==> config.mk <==
export PLATFORM = sky130hd
export DESIGN_NAME = sdram_device_end_flat
export DESIGN_NICKNAME = d
export VERILOG_FILES = /design/src/hdl/sdram_cmd_pkg.sv /design/src/hdl/sdram_link_if.sv /design/src/hdl/sdram_device_end.sv /design/src/flat_wrapper.sv
export VERILOG_INCLUDE_DIRS = /design/src /design/src/hdl
export SDC_FILE = /design/constraint.sdc
export NUM_CORES = 1
export LEC_CHECK = 0
export ABC_AREA = 1
export ABC_CLOCK_PERIOD_IN_PS = 2300
export BUFFER_PORTS_ARGS = -buffer_cell sky130_fd_sc_hd__buf_2
export CORE_MARGIN = 4
export CORE_UTILIZATION = 25
export DETAILED_ROUTE_END_ITERATION = 10
export GPL_TIMING_DRIVEN = 0
export MAX_ROUTING_LAYER = met4
export PLACE_DENSITY = 0.51
export SKIP_LAST_GASP = 1
export SLEW_MARGIN = 30
export SYNTH_ARGS = -nofsm -noshare
export SYNTH_HDL_FRONTEND = slang
export SYNTH_SLANG_ARGS = --single-unit
export TNS_END_PERCENT = 20
==> constraint.sdc <==
create_clock -name clk_sys_in -period 2.3 [get_ports clk_sys_in]
set_clock_uncertainty 0.1 [all_clocks]
set_input_delay 0.115 -clock clk_sys_in [delete_from_list [all_inputs] [get_ports clk_sys_in]]
set_output_delay 0.115 -clock clk_sys_in [all_outputs]
set_load 0.05 [all_outputs]
==> src/hdl/sdram_cmd_regs.svh <==
`ifndef SDRAM_CMD_REGS_SVH
`define SDRAM_CMD_REGS_SVH
// Timing figures in nanoseconds and the clock period
`define CLK_PERIOD_NS 20
`define LAST_DATA_TO_IDLE_NS 40
`define ROW_CLOSE_NS 80
`define MODE_LOAD_SETTLE_NS 20
`define SELF_RENEW_EXIT_NS 80
`define BANK_TO_BANK_OPEN_NS 20
`define ROW_OPEN_MIN_NS 60
// Cycle counts, least times rounded up
`define CYC(ns) (((ns) + `CLK_PERIOD_NS - 1) / `CLK_PERIOD_NS)
`define LAST_DATA_TO_IDLE_CYC `CYC(`LAST_DATA_TO_IDLE_NS)
`define ROW_CLOSE_CYC `CYC(`ROW_CLOSE_NS)
`define MODE_LOAD_SETTLE_CYC `CYC(`MODE_LOAD_SETTLE_NS)
`define SELF_RENEW_EXIT_CYC `CYC(`SELF_RENEW_EXIT_NS)
`define BANK_TO_BANK_OPEN_CYC `CYC(`BANK_TO_BANK_OPEN_NS)
`define ROW_OPEN_MIN_CYC `CYC(`ROW_OPEN_MIN_NS)
// Field positions and reset values
`define BANK_PICK_POS 9
`define OPCODE_W 10
`define OPCODE_RESET 10'h000
`define FULL_PAGE_CODE 3'h7
`endif

==> src/hdl/sdram_cmd_pkg.sv <==
package sdram_cmd_pkg;
  // Decoded command from the strobe pins
  typedef enum logic [3:0] {
    deselect_cmd = 4'h0,
    no_operation_cmd = 4'h1,
    burst_stop_cmd = 4'h2,
    column_read_cmd = 4'h3,
    column_store_cmd = 4'h4,
    row_open_cmd = 4'h5,
    row_close_cmd = 4'h6,
    auto_rows_renew_cmd = 4'h7,
    mode_load_cmd = 4'h8
  } cmd_t;
  // Device-wide state
  typedef enum logic [2:0] {
    dev_idle = 3'b000,
    dev_refresh = 3'b001,
    dev_mode_load = 3'b010,
    dev_self_refresh = 3'b011,
    dev_self_recovery = 3'b100,
    dev_power_down = 3'b101,
    dev_active = 3'b110
  } dev_state_t;
  // Per-bank state
  typedef enum logic [1:0] {
    bank_idle = 2'b00,
    bank_open = 2'b01,
    bank_recover_ap = 2'b10
  } bank_state_t;
endpackage

==> src/hdl/sdram_link_if.sv <==
interface sdram_link_if;
  logic clock_gate;
  logic chip_select_n;
  logic row_strobe_n;
  logic column_strobe_n;
  logic write_strobe_n;
  logic [9:0] addr;
  logic auto_precharge;
  modport controller (output clock_gate, chip_select_n, row_strobe_n, column_strobe_n,
    write_strobe_n, addr, auto_precharge);
  modport device (input clock_gate, chip_select_n, row_strobe_n, column_strobe_n,
    write_strobe_n, addr, auto_precharge);
endinterface

==> src/hdl/sdram_device_end.sv <==
// Functional notes
// - Recovering bank ignores idle commands, idles later
// - Recovery allows other-bank commands only
// - Refresh ignores idle commands, idles after time
// - Mode load ignores idle commands, settles then
// - Commands decoded from four strobe pins
// - All inputs captured on rising clock
// - Mode load copies address into opcode
// - Refresh ignores address and data
// - Self-refresh ignores all but gate, select, row and column strobes
// - Column commands need open bank
// - Burst stop works only at full page
// - Clock gate low, banks idle: power-down
// - Self-refresh entry: gate low with refresh
// - Second activate waits bank gap
// - Precharge waits row open minimum
// - Auto-precharge closes bank after burst
// - Self-refresh exit recovers, then idles
// - Gate low in recovery: power-down next
// - Clock suspend holds while gate low
// - Gate rise, sampled on the rising clock, ends power-down
`include "sdram_cmd_regs.svh"
module sdram_device_end
  import sdram_cmd_pkg::*;
#(
  parameter int BURST_CYC = 4
) (
  // Clock and reset
  input wire logic clk_sys_in,
  input wire logic reset_n_in,
  // Link from the controller
  sdram_link_if.device link,
  // Observed state
  output dev_state_t dev_state_out,
  output logic [1:0] bank_open_out,
  output logic [`OPCODE_W-1:0] mode_opcode_out,
  output logic suspend_out,
  output logic burst_stop_taken_out,
  output logic illegal_cmd_out
);
  // ----------------------------------------------------------------
  // Input capture and decode
  // ----------------------------------------------------------------
  cmd_t cmd;
  logic [9:0] addr_q;
  logic ap_q;
  logic gate_q;
  logic cs_n_q, ras_n_q, cas_n_q, we_n_q;
  // Inputs sampled on each rising edge
  always_ff @(posedge clk_sys_in or negedge reset_n_in) begin
    if (!reset_n_in) begin
      gate_q <= 1'b1;
      cs_n_q <= 1'b1;
      ras_n_q <= 1'b1;
      cas_n_q <= 1'b1;
      we_n_q <= 1'b1;
      addr_q <= 10'h000;
      ap_q <= 1'b0;
    end else begin
      gate_q <= link.clock_gate;
      cs_n_q <= link.chip_select_n;
      ras_n_q <= link.row_strobe_n;
      cas_n_q <= link.column_strobe_n;
      we_n_q <= link.write_strobe_n;
      addr_q <= link.addr;
      ap_q <= link.auto_precharge;
    end
  end
  // Strobe decode into a command
  always_comb begin
    if (cs_n_q) begin
      cmd = deselect_cmd;
    end else begin
      case ({ras_n_q, cas_n_q, we_n_q})
        3'b111: cmd = no_operation_cmd;
        3'b110: cmd = burst_stop_cmd;
        3'b101: cmd = column_read_cmd;
        3'b100: cmd = column_store_cmd;
        3'b011: cmd = row_open_cmd;
        3'b010: cmd = row_close_cmd;
        3'b001: cmd = auto_rows_renew_cmd;
        default: cmd = mode_load_cmd;
      endcase
    end
  end
  wire bank_sel = addr_q[`BANK_PICK_POS];
  wire quiet_cmd = (cmd == deselect_cmd) || (cmd == no_operation_cmd) ||
    (cmd == burst_stop_cmd);
  wire exit_ok = cs_n_q || (ras_n_q && cas_n_q);
  wire full_page = (mode_opcode_out[2:0] == `FULL_PAGE_CODE);
  // ----------------------------------------------------------------
  // Device state
  // ----------------------------------------------------------------
  dev_state_t dev_state;
  dev_state_t next_dev_state;
  logic [7:0] wait_cnt;
  logic [7:0] next_wait_cnt;
  bank_state_t bank_st [2];
  logic [7:0] bank_cnt [2];
  wire banks_idle = (bank_st[0] == bank_idle) && (bank_st[1] == bank_idle);
  wire wait_done = (wait_cnt == 8'h00);
  // Next device state; gate low only counts with both banks idle
  always_comb begin
    next_dev_state = dev_state;
    next_wait_cnt = wait_done ? 8'h00 : wait_cnt - 8'h01;
    case (dev_state)
      dev_idle, dev_active: begin
        if (!banks_idle) begin
          next_dev_state = dev_active;
        end else if (!gate_q && cmd == auto_rows_renew_cmd) begin
          next_dev_state = dev_self_refresh;
        end else if (!gate_q) begin
          next_dev_state = dev_power_down;
        end else if (cmd == auto_rows_renew_cmd) begin
          next_dev_state = dev_refresh;
          next_wait_cnt = 8'(`ROW_CLOSE_CYC - 1);
        end else if (cmd == mode_load_cmd) begin
          next_dev_state = dev_mode_load;
          next_wait_cnt = 8'(`MODE_LOAD_SETTLE_CYC - 1);
        end else begin
          next_dev_state = dev_idle;
        end
      end
      // Quiet commands ignored until the interval ends
      dev_refresh, dev_mode_load: begin
        if (wait_done) begin
          next_dev_state = dev_idle;
        end
      end
      // Only the clock gate and the chip select, row and column strobes are looked at here
      dev_self_refresh: begin
        if (gate_q && exit_ok) begin
          next_dev_state = dev_self_recovery;
          next_wait_cnt = 8'(`SELF_RENEW_EXIT_CYC - 1);
        end
      end
      dev_self_recovery: begin
        if (!gate_q && exit_ok) begin
          next_dev_state = dev_power_down;
        end else if (wait_done) begin
          next_dev_state = dev_idle;
        end
      end
      dev_power_down: begin
        if (gate_q) begin
          next_dev_state = dev_idle;
        end
      end
      default: next_dev_state = dev_idle;
    endcase
  end
  always_ff @(posedge clk_sys_in or negedge reset_n_in) begin
    if (!reset_n_in) begin
      dev_state <= dev_idle;
      wait_cnt <= 8'h00;
    end else begin
      dev_state <= next_dev_state;
      wait_cnt <= next_wait_cnt;
    end
  end
  // ----------------------------------------------------------------
  // Per-bank state; commands act only while not suspended
  // ----------------------------------------------------------------
  wire live = gate_q && (dev_state == dev_idle || dev_state == dev_active);
  genvar b;
  generate
    for (b = 0; b < 2; b++) begin : g_bank
      wire hit = (bank_sel == 1'(b));
      always_ff @(posedge clk_sys_in or negedge reset_n_in) begin
        if (!reset_n_in) begin
          bank_st[b] <= bank_idle;
          bank_cnt[b] <= 8'h00;
        end else if (bank_st[b] == bank_recover_ap) begin
          // Quiet commands leave recovery running
          if (bank_cnt[b] == 8'h00) begin
            bank_st[b] <= bank_idle;
          end else begin
            bank_cnt[b] <= bank_cnt[b] - 8'h01;
          end
        end else if (live && hit) begin
          if (cmd == row_open_cmd && bank_st[b] == bank_idle) begin
            bank_st[b] <= bank_open;
          end else if (cmd == row_close_cmd) begin
            bank_st[b] <= bank_idle;
          end else if (cmd == column_store_cmd && ap_q && bank_st[b] == bank_open) begin
            bank_st[b] <= bank_recover_ap;
            bank_cnt[b] <= 8'(BURST_CYC + `LAST_DATA_TO_IDLE_CYC - 1);
          end else if (cmd == column_read_cmd && ap_q && bank_st[b] == bank_open) begin
            bank_st[b] <= bank_recover_ap;
            bank_cnt[b] <= 8'(BURST_CYC - 1);
          end
        end
      end
    end
  endgenerate
  // Commands that break the tables for the current state
  wire recov_hit = (bank_st[bank_sel] == bank_recover_ap) && !quiet_cmd &&
    (cmd != mode_load_cmd) && (cmd != auto_rows_renew_cmd);
  wire recov_any = (bank_st[0] == bank_recover_ap || bank_st[1] == bank_recover_ap) &&
    (cmd == mode_load_cmd || cmd == auto_rows_renew_cmd);
  wire busy_bad = (dev_state == dev_refresh || dev_state == dev_mode_load) && !quiet_cmd;
  wire exit_bad = (dev_state == dev_self_recovery ||
    (dev_state == dev_self_refresh && gate_q)) && !exit_ok;
  wire illegal = live && (recov_hit || recov_any) || busy_bad || exit_bad;
  // ----------------------------------------------------------------
  // Registered outputs
  // ----------------------------------------------------------------
  always_ff @(posedge clk_sys_in or negedge reset_n_in) begin
    if (!reset_n_in) begin
      suspend_out <= 1'b0;
      mode_opcode_out <= `OPCODE_RESET;
      burst_stop_taken_out <= 1'b0;
      illegal_cmd_out <= 1'b0;
      dev_state_out <= dev_idle;
      bank_open_out <= 2'b00;
    end else begin
      suspend_out <= !gate_q && (dev_state == dev_active);
      if (live && banks_idle && cmd == mode_load_cmd) begin
        mode_opcode_out <= addr_q;
      end
      burst_stop_taken_out <= live && !banks_idle && cmd == burst_stop_cmd &&
        full_page;
      illegal_cmd_out <= illegal;
      dev_state_out <= next_dev_state;
      bank_open_out <= {bank_st[1] != bank_idle, bank_st[0] != bank_idle};
    end
  end
endmodule

==> src/flat_wrapper.sv <==
// flat-port wrapper written by rule: the top's interface ports become plain ports
module sdram_device_end_flat import sdram_cmd_pkg::*;
#(
  parameter int BURST_CYC = 4
)
  (clk_sys_in, reset_n_in, dev_state_out, bank_open_out, mode_opcode_out, suspend_out, burst_stop_taken_out, illegal_cmd_out, link_clock_gate, link_chip_select_n, link_row_strobe_n, link_column_strobe_n, link_write_strobe_n, link_addr, link_auto_precharge);
  sdram_link_if link_i ();
  input wire logic clk_sys_in;
  input wire logic reset_n_in;
  output dev_state_t dev_state_out;
  output logic [1:0] bank_open_out;
  output logic [`OPCODE_W-1:0] mode_opcode_out;
  output logic suspend_out;
  output logic burst_stop_taken_out;
  output logic illegal_cmd_out;
  input wire logic [$bits(link_i.clock_gate)-1:0] link_clock_gate;
  input wire logic [$bits(link_i.chip_select_n)-1:0] link_chip_select_n;
  input wire logic [$bits(link_i.row_strobe_n)-1:0] link_row_strobe_n;
  input wire logic [$bits(link_i.column_strobe_n)-1:0] link_column_strobe_n;
  input wire logic [$bits(link_i.write_strobe_n)-1:0] link_write_strobe_n;
  input wire logic [$bits(link_i.addr)-1:0] link_addr;
  input wire logic [$bits(link_i.auto_precharge)-1:0] link_auto_precharge;
  assign link_i.clock_gate = link_clock_gate;
  assign link_i.chip_select_n = link_chip_select_n;
  assign link_i.row_strobe_n = link_row_strobe_n;
  assign link_i.column_strobe_n = link_column_strobe_n;
  assign link_i.write_strobe_n = link_write_strobe_n;
  assign link_i.addr = link_addr;
  assign link_i.auto_precharge = link_auto_precharge;
  sdram_device_end #(.BURST_CYC(BURST_CYC)) u_core (.clk_sys_in(clk_sys_in), .reset_n_in(reset_n_in), .link(link_i), .dev_state_out(dev_state_out), .bank_open_out(bank_open_out), .mode_opcode_out(mode_opcode_out), .suspend_out(suspend_out), .burst_stop_taken_out(burst_stop_taken_out), .illegal_cmd_out(illegal_cmd_out));
endmodule
==> results of run 1 <==
## cell type report
class,instances,area share
multi-input combinational,297,0.359
sequential,62,0.372
buffer,5,0.00926
tap,172,0.0514
timing repair buffer,53,0.0896
clock inverter,5,0.0140
inverter,52,0.0466
clock buffer,11,0.0579
## cells by family (layout without fill, tap and decap cells)
logic type / after synthesis / in the layout / share of synthesized area
and+or+nand+nor: 252 / 252 / 0.349
buffers and inverters: 57 / 126 / 0.0710
DFF: 62 / 62 / 0.472
xor gates and xnor gates: 6 / 6 / 0.0159
AOI/OAI and AO/OA: 34 / 34 / 0.0725
adders and majority gates: 5 / 5 / 0.0190
## registers in the layout (all words and copies together), names as in the netlist
| name | count |
|---|---|
| u_core.wait_cnt | 8 |
| u_core.dev_state | 3 |
| u_core.suspend_out | 1 |
| u_core.cas_n_q | 1 |
| u_core.ap_q | 1 |
| u_core.burst_stop_taken_out | 1 |
| u_core.we_n_q | 1 |
| u_core.mode_opcode_out | 10 |
| u_core.cs_n_q | 1 |
| u_core.bank_cnt | 16 |
| u_core.illegal_cmd_out | 1 |
| u_core.ras_n_q | 1 |
| u_core.bank_st | 4 |
| u_core.gate_q | 1 |
| u_core.bank_open_out | 2 |
| u_core.addr_q | 10 |
## cell usage after synthesis, drive strengths merged
cell type and number:
a22oi 1, xor2 5, dfrtp 57, nand2 132, a211oi 1, nor2 48, o21bai 2, inv 52
nand3 56, nor3 6, a21oi 7, a31o 1, buf 5, o211ai 1, ha 5, nor4b 1
xnor2 1, o21ai 21, nand4 9, dfstp 5
## per-layer routing
layer / GRT usage / vias up / wire length, um
li1: - / 1463 / -
met1: 0.146 / 1286 / 3670
met2: 0.170 / 36 / 3370
met3: 0.0203 / 12 / 239
met4: 0.0567 / 0 / 159
met5: - / - / 0
## placed cells by master, fill, tap and decap left out, types with 2 or more instances in the layout
cell type	n
nand2_1	124
dfrtp_1	57
nand3_1	53
inv_1	44
nor2_1	41
buf_2	35
dlygate4sd3_1	17
o21ai_0	10
o21ai_2	10
clkbuf_16	9
inv_2	8
nand4_1	8
nor2_2	6
nor3_1	6
a21oi_1	5
xor2_1	5
ha_1	5
dfstp_2	5
buf_4	4
nand2_4	4
nand2_2	4
nand3_2	2
o21bai_1	2
clkinvlp_4	2
## power by group
part	internal, W	total, W	leakage, nW	switching [W]
clock	0.000867	0.00136	0.142	0.000489
sequential	0.00136	0.00157	0.790	0.000217
combinational	0.000663	0.00217	1.18	0.00151
total	0.00289	0.00510	2.11	0.00221
## how the worst max path moves through the flow
stage | endpoint | from
6_report | u_core.bank_cnt[7]$_DFFE_PN0P_ | u_core.ras_n_q$_DFF_PN1_
5_1_grt | u_core.wait_cnt[7]$_DFF_PN0_ | u_core.bank_st[3]$_DFFE_PN0P_
4_1_cts | u_core.bank_cnt[7]$_DFFE_PN0P_ | u_core.ras_n_q$_DFF_PN1_
3_5_place_dp | u_core.wait_cnt[3]$_DFF_PN0_ | u_core.bank_st[3]$_DFFE_PN0P_
3_3_place_gp | u_core.bank_cnt[3]$_DFFE_PN0P_ | u_core.ras_n_q$_DFF_PN1_
2_1_floorplan | u_core.bank_cnt[11]$_DFFE_PN0P_ | u_core.dev_state[2]$_DFFE_PN0P_
## through the flow
step | instance area [um^2] | hold WS [ns] | cells | total power [W] | util
2_1_floorplan | 3300 | -0.281 | 416 | 0.00323 | -
3_3_place_gp | 3690 | 0.122 | 623 | 0.00372 | 0.289
3_5_place_dp | 3720 | -0.0728 | 624 | 0.00376 | 0.291
4_1_cts | 4190 | 0.144 | 657 | 0.00517 | 0.328
5_1_grt | 4190 | 0.156 | 657 | 0.00554 | 0.328
6_report | 4190 | 0.132 | 657 | 0.00510 | 0.328
## what timing repair did
| action | 4_1_cts | 5_1_grt |
|---|---|---|
| endpoints found under the hold margin | 75 | 0 |
| buffers inserted | 0 | 0 |
| resized for setup | 0 | 0 |
| hold buffers | 17 | 0 |
==> impl_metrics.ini, run 1 <==
[status]
status = finished clean

[worst_setup_path]
endpoint_kind = flip-flop
arrival_ns = 1.91
crit_top_cell = nand2_1
cpMaxStageDelayCell = dfstp_2
r2r_cells = 7
critPathMaxStageDelay_ns = 0.57
cp_max_fo = 8
start_kind = flip-flop
reg2reg_slack_ns = 0.51
cp.required_ns = 2.42
crit_cells = 7
critical_path_class = reg2reg
r2r-start = u_core.ras_n_q$_DFF_PN1_
reg2reg_to = u_core.bank_cnt[7]$_DFFE_PN0P_
worstPathBufferInverterCount = 0
cp_top_family = simple AND/OR/NAND/NOR gates
crit_chain = nand3_1, nor2_2, a21oi_1, nand2_2, nand3_2, nand2_1, nand2_1

[floorplanning]
boundaryPins = 36
die_w_um = 123
die-area_um2 = 15100
rows = 41
start_util = 0.258
die_h_um = 123
core-area_um2 = 12800

[sta]
slew-limit-headroom = 0.723
period_needed_ns = 1.79
finalHoldViolCount = 0
max_freq_ghz = 0.558
fin_crit_sh = 0.779
setup-violations-final = 0
drv_slew = 0
fin_tns_setup_ns = 0
worst_pin_slew_ns = 0.413
rsz0062_at_grt = false
setup_ws_ns = 0.508

[cts]
ctsLongestPathBuffers = 2
clk_pin_slew_ns = 0.05
insertion_delay_ns = 0.33
h-tree-depth = 3
cts_tree = done
root_buffer = clkbuf_16
cts_buffers = 9
cts.sinks = 62

[drt]
drtAntennaViolNets = 0
via_count = 2797
drtIter0Drc = 77
wirelength_um = 7440
wl_per_cell_um = 11.3
avgViaCountPerCell = 4.26
drc_errors = 0
first_pass_iters = 4

[global_routing]
grt_use_total = 0.113
grt_pass1_vias = 2728
grt_max_degree = 45
grt_pass1_wl_um = 13000
overflow = 0
antenna_found_initial = 0

[synthesis]
synth_area_um2 = 3300
synth_area_per_cell_um2 = 7.93
synth_area_leader_cell = dfrtp_1
syn_nets = 439
synth-seq-cells = 62
ys_warn_count = 0
ys_top_cells_by_area = dfrtp_1 (43%), nand2_1 (14%), nand3_1 (8.0%), inv_1 (5.0%), nor2_1 (4.7%)
seq_area_frac_synth = 0.472
ys_types = 34
netlist.area_leader.share = 0.433
netlist_instances = 416

[place]
dp_hpwl_um = 5400
globalplace.congestion = 0.803
portBuffers = 35
pre_cts_slack_ns = 0.529

[power_and_ir_drop]
power_density_nw_per_um2 = 1220
p_leak_nw = 2.11
peakVddDrop_uv = 551

[cells_and_area]
antenna_cells = 0
fin_nets = 503
drive_above_1_share = 0.208
fillCellCount = 1359
multi_input_area_um2 = 1510
seqCellArea_um2 = 1560
area_growth_pct = 27.1

[job]
maxCapViolations = 0

[min_path]
hold_class = in2async
No activity file was read; power rests on OpenSTA's default activity.
==> inputs of run 2 (changes only) <==
ABC_CLOCK_PERIOD_IN_PS = 1800   (was 2300)
clock period = 1.8 ns   (was 2.3 ns; I/O delays follow)
==> run 2 against run 1 <==
  * First-iteration DRC count down 10%
  * Wire length down 0.35%
  * Core utilization up 0.078 points
  * Sequential cell count unchanged
  * Power up 28%
  * Critical path depth unchanged
  * Critical path type unchanged
==> impl_metrics.ini, run 2 (same netlist as run 1, synthesis figures left out) <==
[status]
status = finished clean

[cells_and_area]
stdcell_count = 657
area_growth_pct = 27.4
regMostFlops = u_core.bank_cnt
layout_commonest_cell = nand2_1
antenna_cells = 0
drive_above_1_share = 0.210
largest_reg_flops = 16
fin_nets = 503
biggestRegsByFlops = u_core.bank_cnt (16), u_core.addr_q (10), u_core.mode_opcode_out (10)
fillCellCount = 1357
layout_common_cells = nand2_1 (123), dfrtp_1 (57), nand3_1 (53), inv_1 (44), nor2_1 (41)

[drt]
wirelength_um = 7420
drc_errors = 0
first_pass_iters = 4
via_count = 2799
drtAntennaViolNets = 0
wl_per_cell_um = 11.3
drtIter0Drc = 69
avgViaCountPerCell = 4.26

[cts]
h-tree-depth = 3
root_buffer = clkbuf_16
insertion_delay_ns = 0.33
ctsLongestPathBuffers = 2
clk_pin_slew_ns = 0.05
cts.sinks = 62
post_cts_buffers = 0
cts_buffers = 9
cts_tree = done

[floorplanning]
rows = 41
die_w_um = 123
core-area_um2 = 12800
die-area_um2 = 15100
start_util = 0.258
boundaryPins = 36
die_h_um = 123

[sta]
setup-violations-final = 0
worst_pin_slew_ns = 0.399
fin_crit_sh = 0.955
slew-limit-headroom = 0.732
fin_tns_setup_ns = 0
max_freq_ghz = 0.582
period_needed_ns = 1.72
drv_slew = 0
finalHoldViolCount = 0
hold-worst-slack_ns = 0.107
rsz0062_at_grt = true

[place]
dp_hpwl_um = 5400
globalplace.congestion = 0.803
placed_cells = 624
portBuffers = 35

[power_and_ir_drop]
peakVddDrop_uv = 702
p_leak_nw = 2.11
p_total_w = 0.00653
power_density_nw_per_um2 = 1560

[global_routing]
grt_max_degree = 45
grt_pass1_vias = 2728
grt_pass1_wl_um = 13000
grt_use_total = 0.113
overflow = 0
antenna_found_initial = 0

[worst_setup_path]
critical_path_class = reg2reg
start_kind = flip-flop
cp_max_fo = 8
endpoint_kind = flip-flop
arrival_ns = 1.84
cp.required_ns = 1.92

[job]
maxCapViolations = 0

[min_path]
hold_class = in2async
-- run 2: cell counts in the layout (fill, tap and decap cells not counted) --
Identical to the previous run, type by type.
-- run 2: final timing paths --
path	start	endpoint	slack (ns)	cells past startpoint
min	reset_n_in	u_core.bank_cnt[11]$_DFFE_PN0P_	0.11	2
min in group clk_sys_in	link_addr[1]	u_core.addr_q[1]$_DFF_PN0_	0.29	2
max	u_core.ras_n_q$_DFF_PN1_	u_core.bank_cnt[7]$_DFFE_PN0P_	0.08	7
max in group asynchronous	reset_n_in	u_core.gate_q$_DFF_PN1_	0.93	3
max reg2reg	u_core.ras_n_q$_DFF_PN1_	u_core.bank_cnt[7]$_DFFE_PN0P_	0.08	7
min reg2reg	u_core.mode_opcode_out[8]$_DFFE_PN0P_	u_core.mode_opcode_out[8]$_DFFE_PN0P_	0.37	2
-- run 2: layer usage --
layer	vias up	GRT usage	share of wire
met2	36	0.170	0.45
met3	12	0.0203	0.031
li1	1463	-	-
met5	-	-	0
met4	0	0.0567	0.021
met1	1288	0.146	0.49
-- run 2: final cells by class --
class	count	area, um^2	area share
buffer	5	38.8	0.00924
sequential	62	1560	0.371
multi-input combinational	297	1520	0.361
clock buffer	11	243	0.0578
tap	172	215	0.0513
timing repair buffer	53	375	0.0894
clock inverter	5	58.8	0.0140
inverter	52	195	0.0465
-- run 2: metrics by stage --
stage                util  area, um^2  setup slack, ns
finish              0.329        4200           0.0803
global route        0.329        4200          -0.0397
CTS                 0.328        4190           0.0217
detailed placement  0.291        3720           0.0290
global placement    0.289        3690           0.0182
floorplan               -        3300           0.0421
-- run 2: power by group --
| group | leakage, nW | switching, W | internal, W |
|---|---|---|---|
| clock network | 0.142 | 0.000622 | 0.00111 |
| logic | 1.18 | 0.00193 | 0.000856 |
| registers | 0.790 | 0.000277 | 0.00174 |
| total | 2.11 | 0.00283 | 0.00370 |
-- run 2: critical path: stages (launching register included) --
cell and delay, ns:
dfstp_2 0.57, nand3_1 0.10, nor2_2 0.21, a21oi_1 0.13, nand2_2 0.20, nand3_4 0.16
nand2_1 0.09, nand2_1 0.05
-- run 2: repair_timing --
action	in CTS	in global routing
endpoints found under the setup margin	0	25
gates resized for setup	0	3
hold endpoints to repair	75	0
hold buffers	17	0
==> inputs of run 3 (changes only) <==
CORE_MARGIN = 2   (was 4)
==> run 3 against run 2 <==
  * Power increased by 1.8%
  * Largest power group unchanged
  * Sequential power about the same
  * Cell count increased by 0.30%
  * Global-route usage increased by 0.073 points
==> impl_metrics.ini, run 3 (same netlist as run 1, synthesis figures left out) <==
[floorplanning]
core-area_um2 = 12700
start_util = 0.259
die_h_um = 119
die-area_um2 = 14100
boundaryPins = 36
rows = 41
die_w_um = 119

[worst_setup_path]
crit_top_cell = nand2_1
worstPathBufferInverterCount = 2
cp_top_family = simple AND/OR/NAND/NOR gates
endpoint_kind = flip-flop
start_kind = flip-flop
critical_path_class = reg2reg
r2r-start = u_core.bank_st[3]$_DFFE_PN0P_
cp.required_ns = 1.89
reg2reg_to = u_core.wait_cnt[0]$_DFF_PN0_
r2r_cells = 9
crit_chain = nor2_1, nand2_1, inv_2, nand2_1, nor2_2, buf_4, nor2_2, nand2_1, o211ai_1
critPathMaxStageDelay_ns = 0.44
arrival_ns = 1.77
reg2reg_slack_ns = 0.12
cpMaxStageDelayCell = dfrtp_1
cp_max_fo = 10

[global_routing]
grt_use_total = 0.114
grt_pass1_wl_um = 12700
antenna_found_initial = 0
grt_max_degree = 48
overflow = 0
grt_pass1_vias = 2749

[cells_and_area]
layout_common_cells = nand2_1 (124), dfrtp_1 (57), nand3_1 (53), inv_1 (44), nor2_1 (41)
layout_commonest_cell = nand2_1
biggestRegsByFlops = u_core.bank_cnt (16), u_core.addr_q (10), u_core.mode_opcode_out (10)
antenna_cells = 0
fillCellCount = 1388
fin_nets = 505
area_growth_pct = 28.2
regMostFlops = u_core.bank_cnt
drive_above_1_share = 0.211
largest_reg_flops = 16

[sta]
period_needed_ns = 1.68
drv_slew = 0
max_freq_ghz = 0.597
setup-violations-final = 0
finalHoldViolCount = 0
rsz0062_at_grt = true
slew-limit-headroom = 0.726
worst_pin_slew_ns = 0.408
fin_crit_sh = 0.931
setup_ws_ns = 0.125
hold-worst-slack_ns = 0.0956

[cts]
ctsLongestPathBuffers = 2
root_buffer = clkbuf_16
cts_tree = done
cts.sinks = 62
clk_pin_slew_ns = 0.06
cts_buffers = 9
insertion_delay_ns = 0.32
h-tree-depth = 3

[power_and_ir_drop]
power_density_nw_per_um2 = 1570
peakVddDrop_uv = 528
p_leak_nw = 2.13

[place]
pre_cts_slack_ns = 0.00961
globalplace.congestion = 0.787
portBuffers = 35
dp_hpwl_um = 5260

[drt]
dr_wl_met3_um = 209
via_count = 2834
drtAntennaViolNets = 0
drc_errors = 0
wl_per_cell_um = 11.0
avgViaCountPerCell = 4.30
first_pass_iters = 4
top_layer_used = met4
wirelength_um = 7280
wl_met2_um = 3290
met1_length_um = 3620
drtIter0Drc = 130

[job]
maxCapViolations = 0

[min_path]
hold_class = in2async

[status]
status = finished clean
[run 3: cell type report]
cell class                 count  area [um^2]  share of cell area
sequential                    62         1560               0.369
buffer                         5         38.8             0.00918
timing repair buffer          55          390              0.0924
multi-input combinational    297         1510               0.358
clock buffer                  10          229              0.0542
inverter                      52          195              0.0462
tap                          172          215              0.0509
clock inverter                 6         86.3              0.0204
[run 3: worst max-delay path by stage]
stage,startpoint,end,slack (ns),cells after the start
after floorplan,u_core.dev_state[2]$_DFFE_PN0P_,u_core.bank_cnt[11]$_DFFE_PN0P_,0.04,8
after global placement,u_core.ras_n_q$_DFF_PN1_,u_core.bank_cnt[3]$_DFFE_PN0P_,0.02,7
after detailed placement,u_core.ras_n_q$_DFF_PN1_,u_core.bank_cnt[7]$_DFFE_PN0P_,0.01,7
after CTS,u_core.ras_n_q$_DFF_PN1_,u_core.bank_cnt[7]$_DFFE_PN0P_,0.008,7
after global routing,u_core.bank_st[3]$_DFFE_PN0P_,u_core.wait_cnt[3]$_DFF_PN0_,-0.008,8
final,u_core.bank_st[3]$_DFFE_PN0P_,u_core.wait_cnt[0]$_DFF_PN0_,0.12,9
[run 3: power by group]
part | total, W | internal, W | switching, W
logic | 0.00283 | 0.000885 | 0.00194
registers | 0.00201 | 0.00174 | 0.000271
clock network | 0.00182 | 0.00121 | 0.000609
total | 0.00665 | 0.00383 | 0.00282
[run 3: worst reg2reg max path, cell delays in order (launching register included)]
cell and delay, ns:
dfrtp_1 0.44, nor2_1 0.19, nand2_1 0.12, inv_2 0.09, nand2_1 0.09, nor2_2 0.11
buf_4 0.19, nor2_2 0.05, nand2_1 0.06, o211ai_1 0.11
[run 3: layer usage]
metal / vias up / global-route usage
met5: - / -
met4: 0 / 0.0543
met3: 13 / 0.0216
met2: 38 / 0.174
met1: 1316 / 0.145
li1: 1467 / -
[run 3: per-stage QoR]
stage | power, W | instances | instance area [um^2] | utilization | setup TNS [ns]
final | 0.00665 | 659 | 4230 | 0.332 | 0
after global routing | 0.00721 | 659 | 4230 | 0.332 | -0.0304
after CTS | 0.00669 | 657 | 4200 | 0.330 | 0
after detailed placement | 0.00480 | 624 | 3720 | 0.292 | 0
after global placement | 0.00475 | 623 | 3690 | 0.290 | 0
after floorplan | 0.00413 | 416 | 3300 | - | 0
[run 3: repair_timing]
item,4_1_cts,5_1_grt
hold endpoints to repair,73,0
endpoints found under the setup margin,0,13
resized for setup,0,2
buffers inserted,0,2
hold buffers,17,0
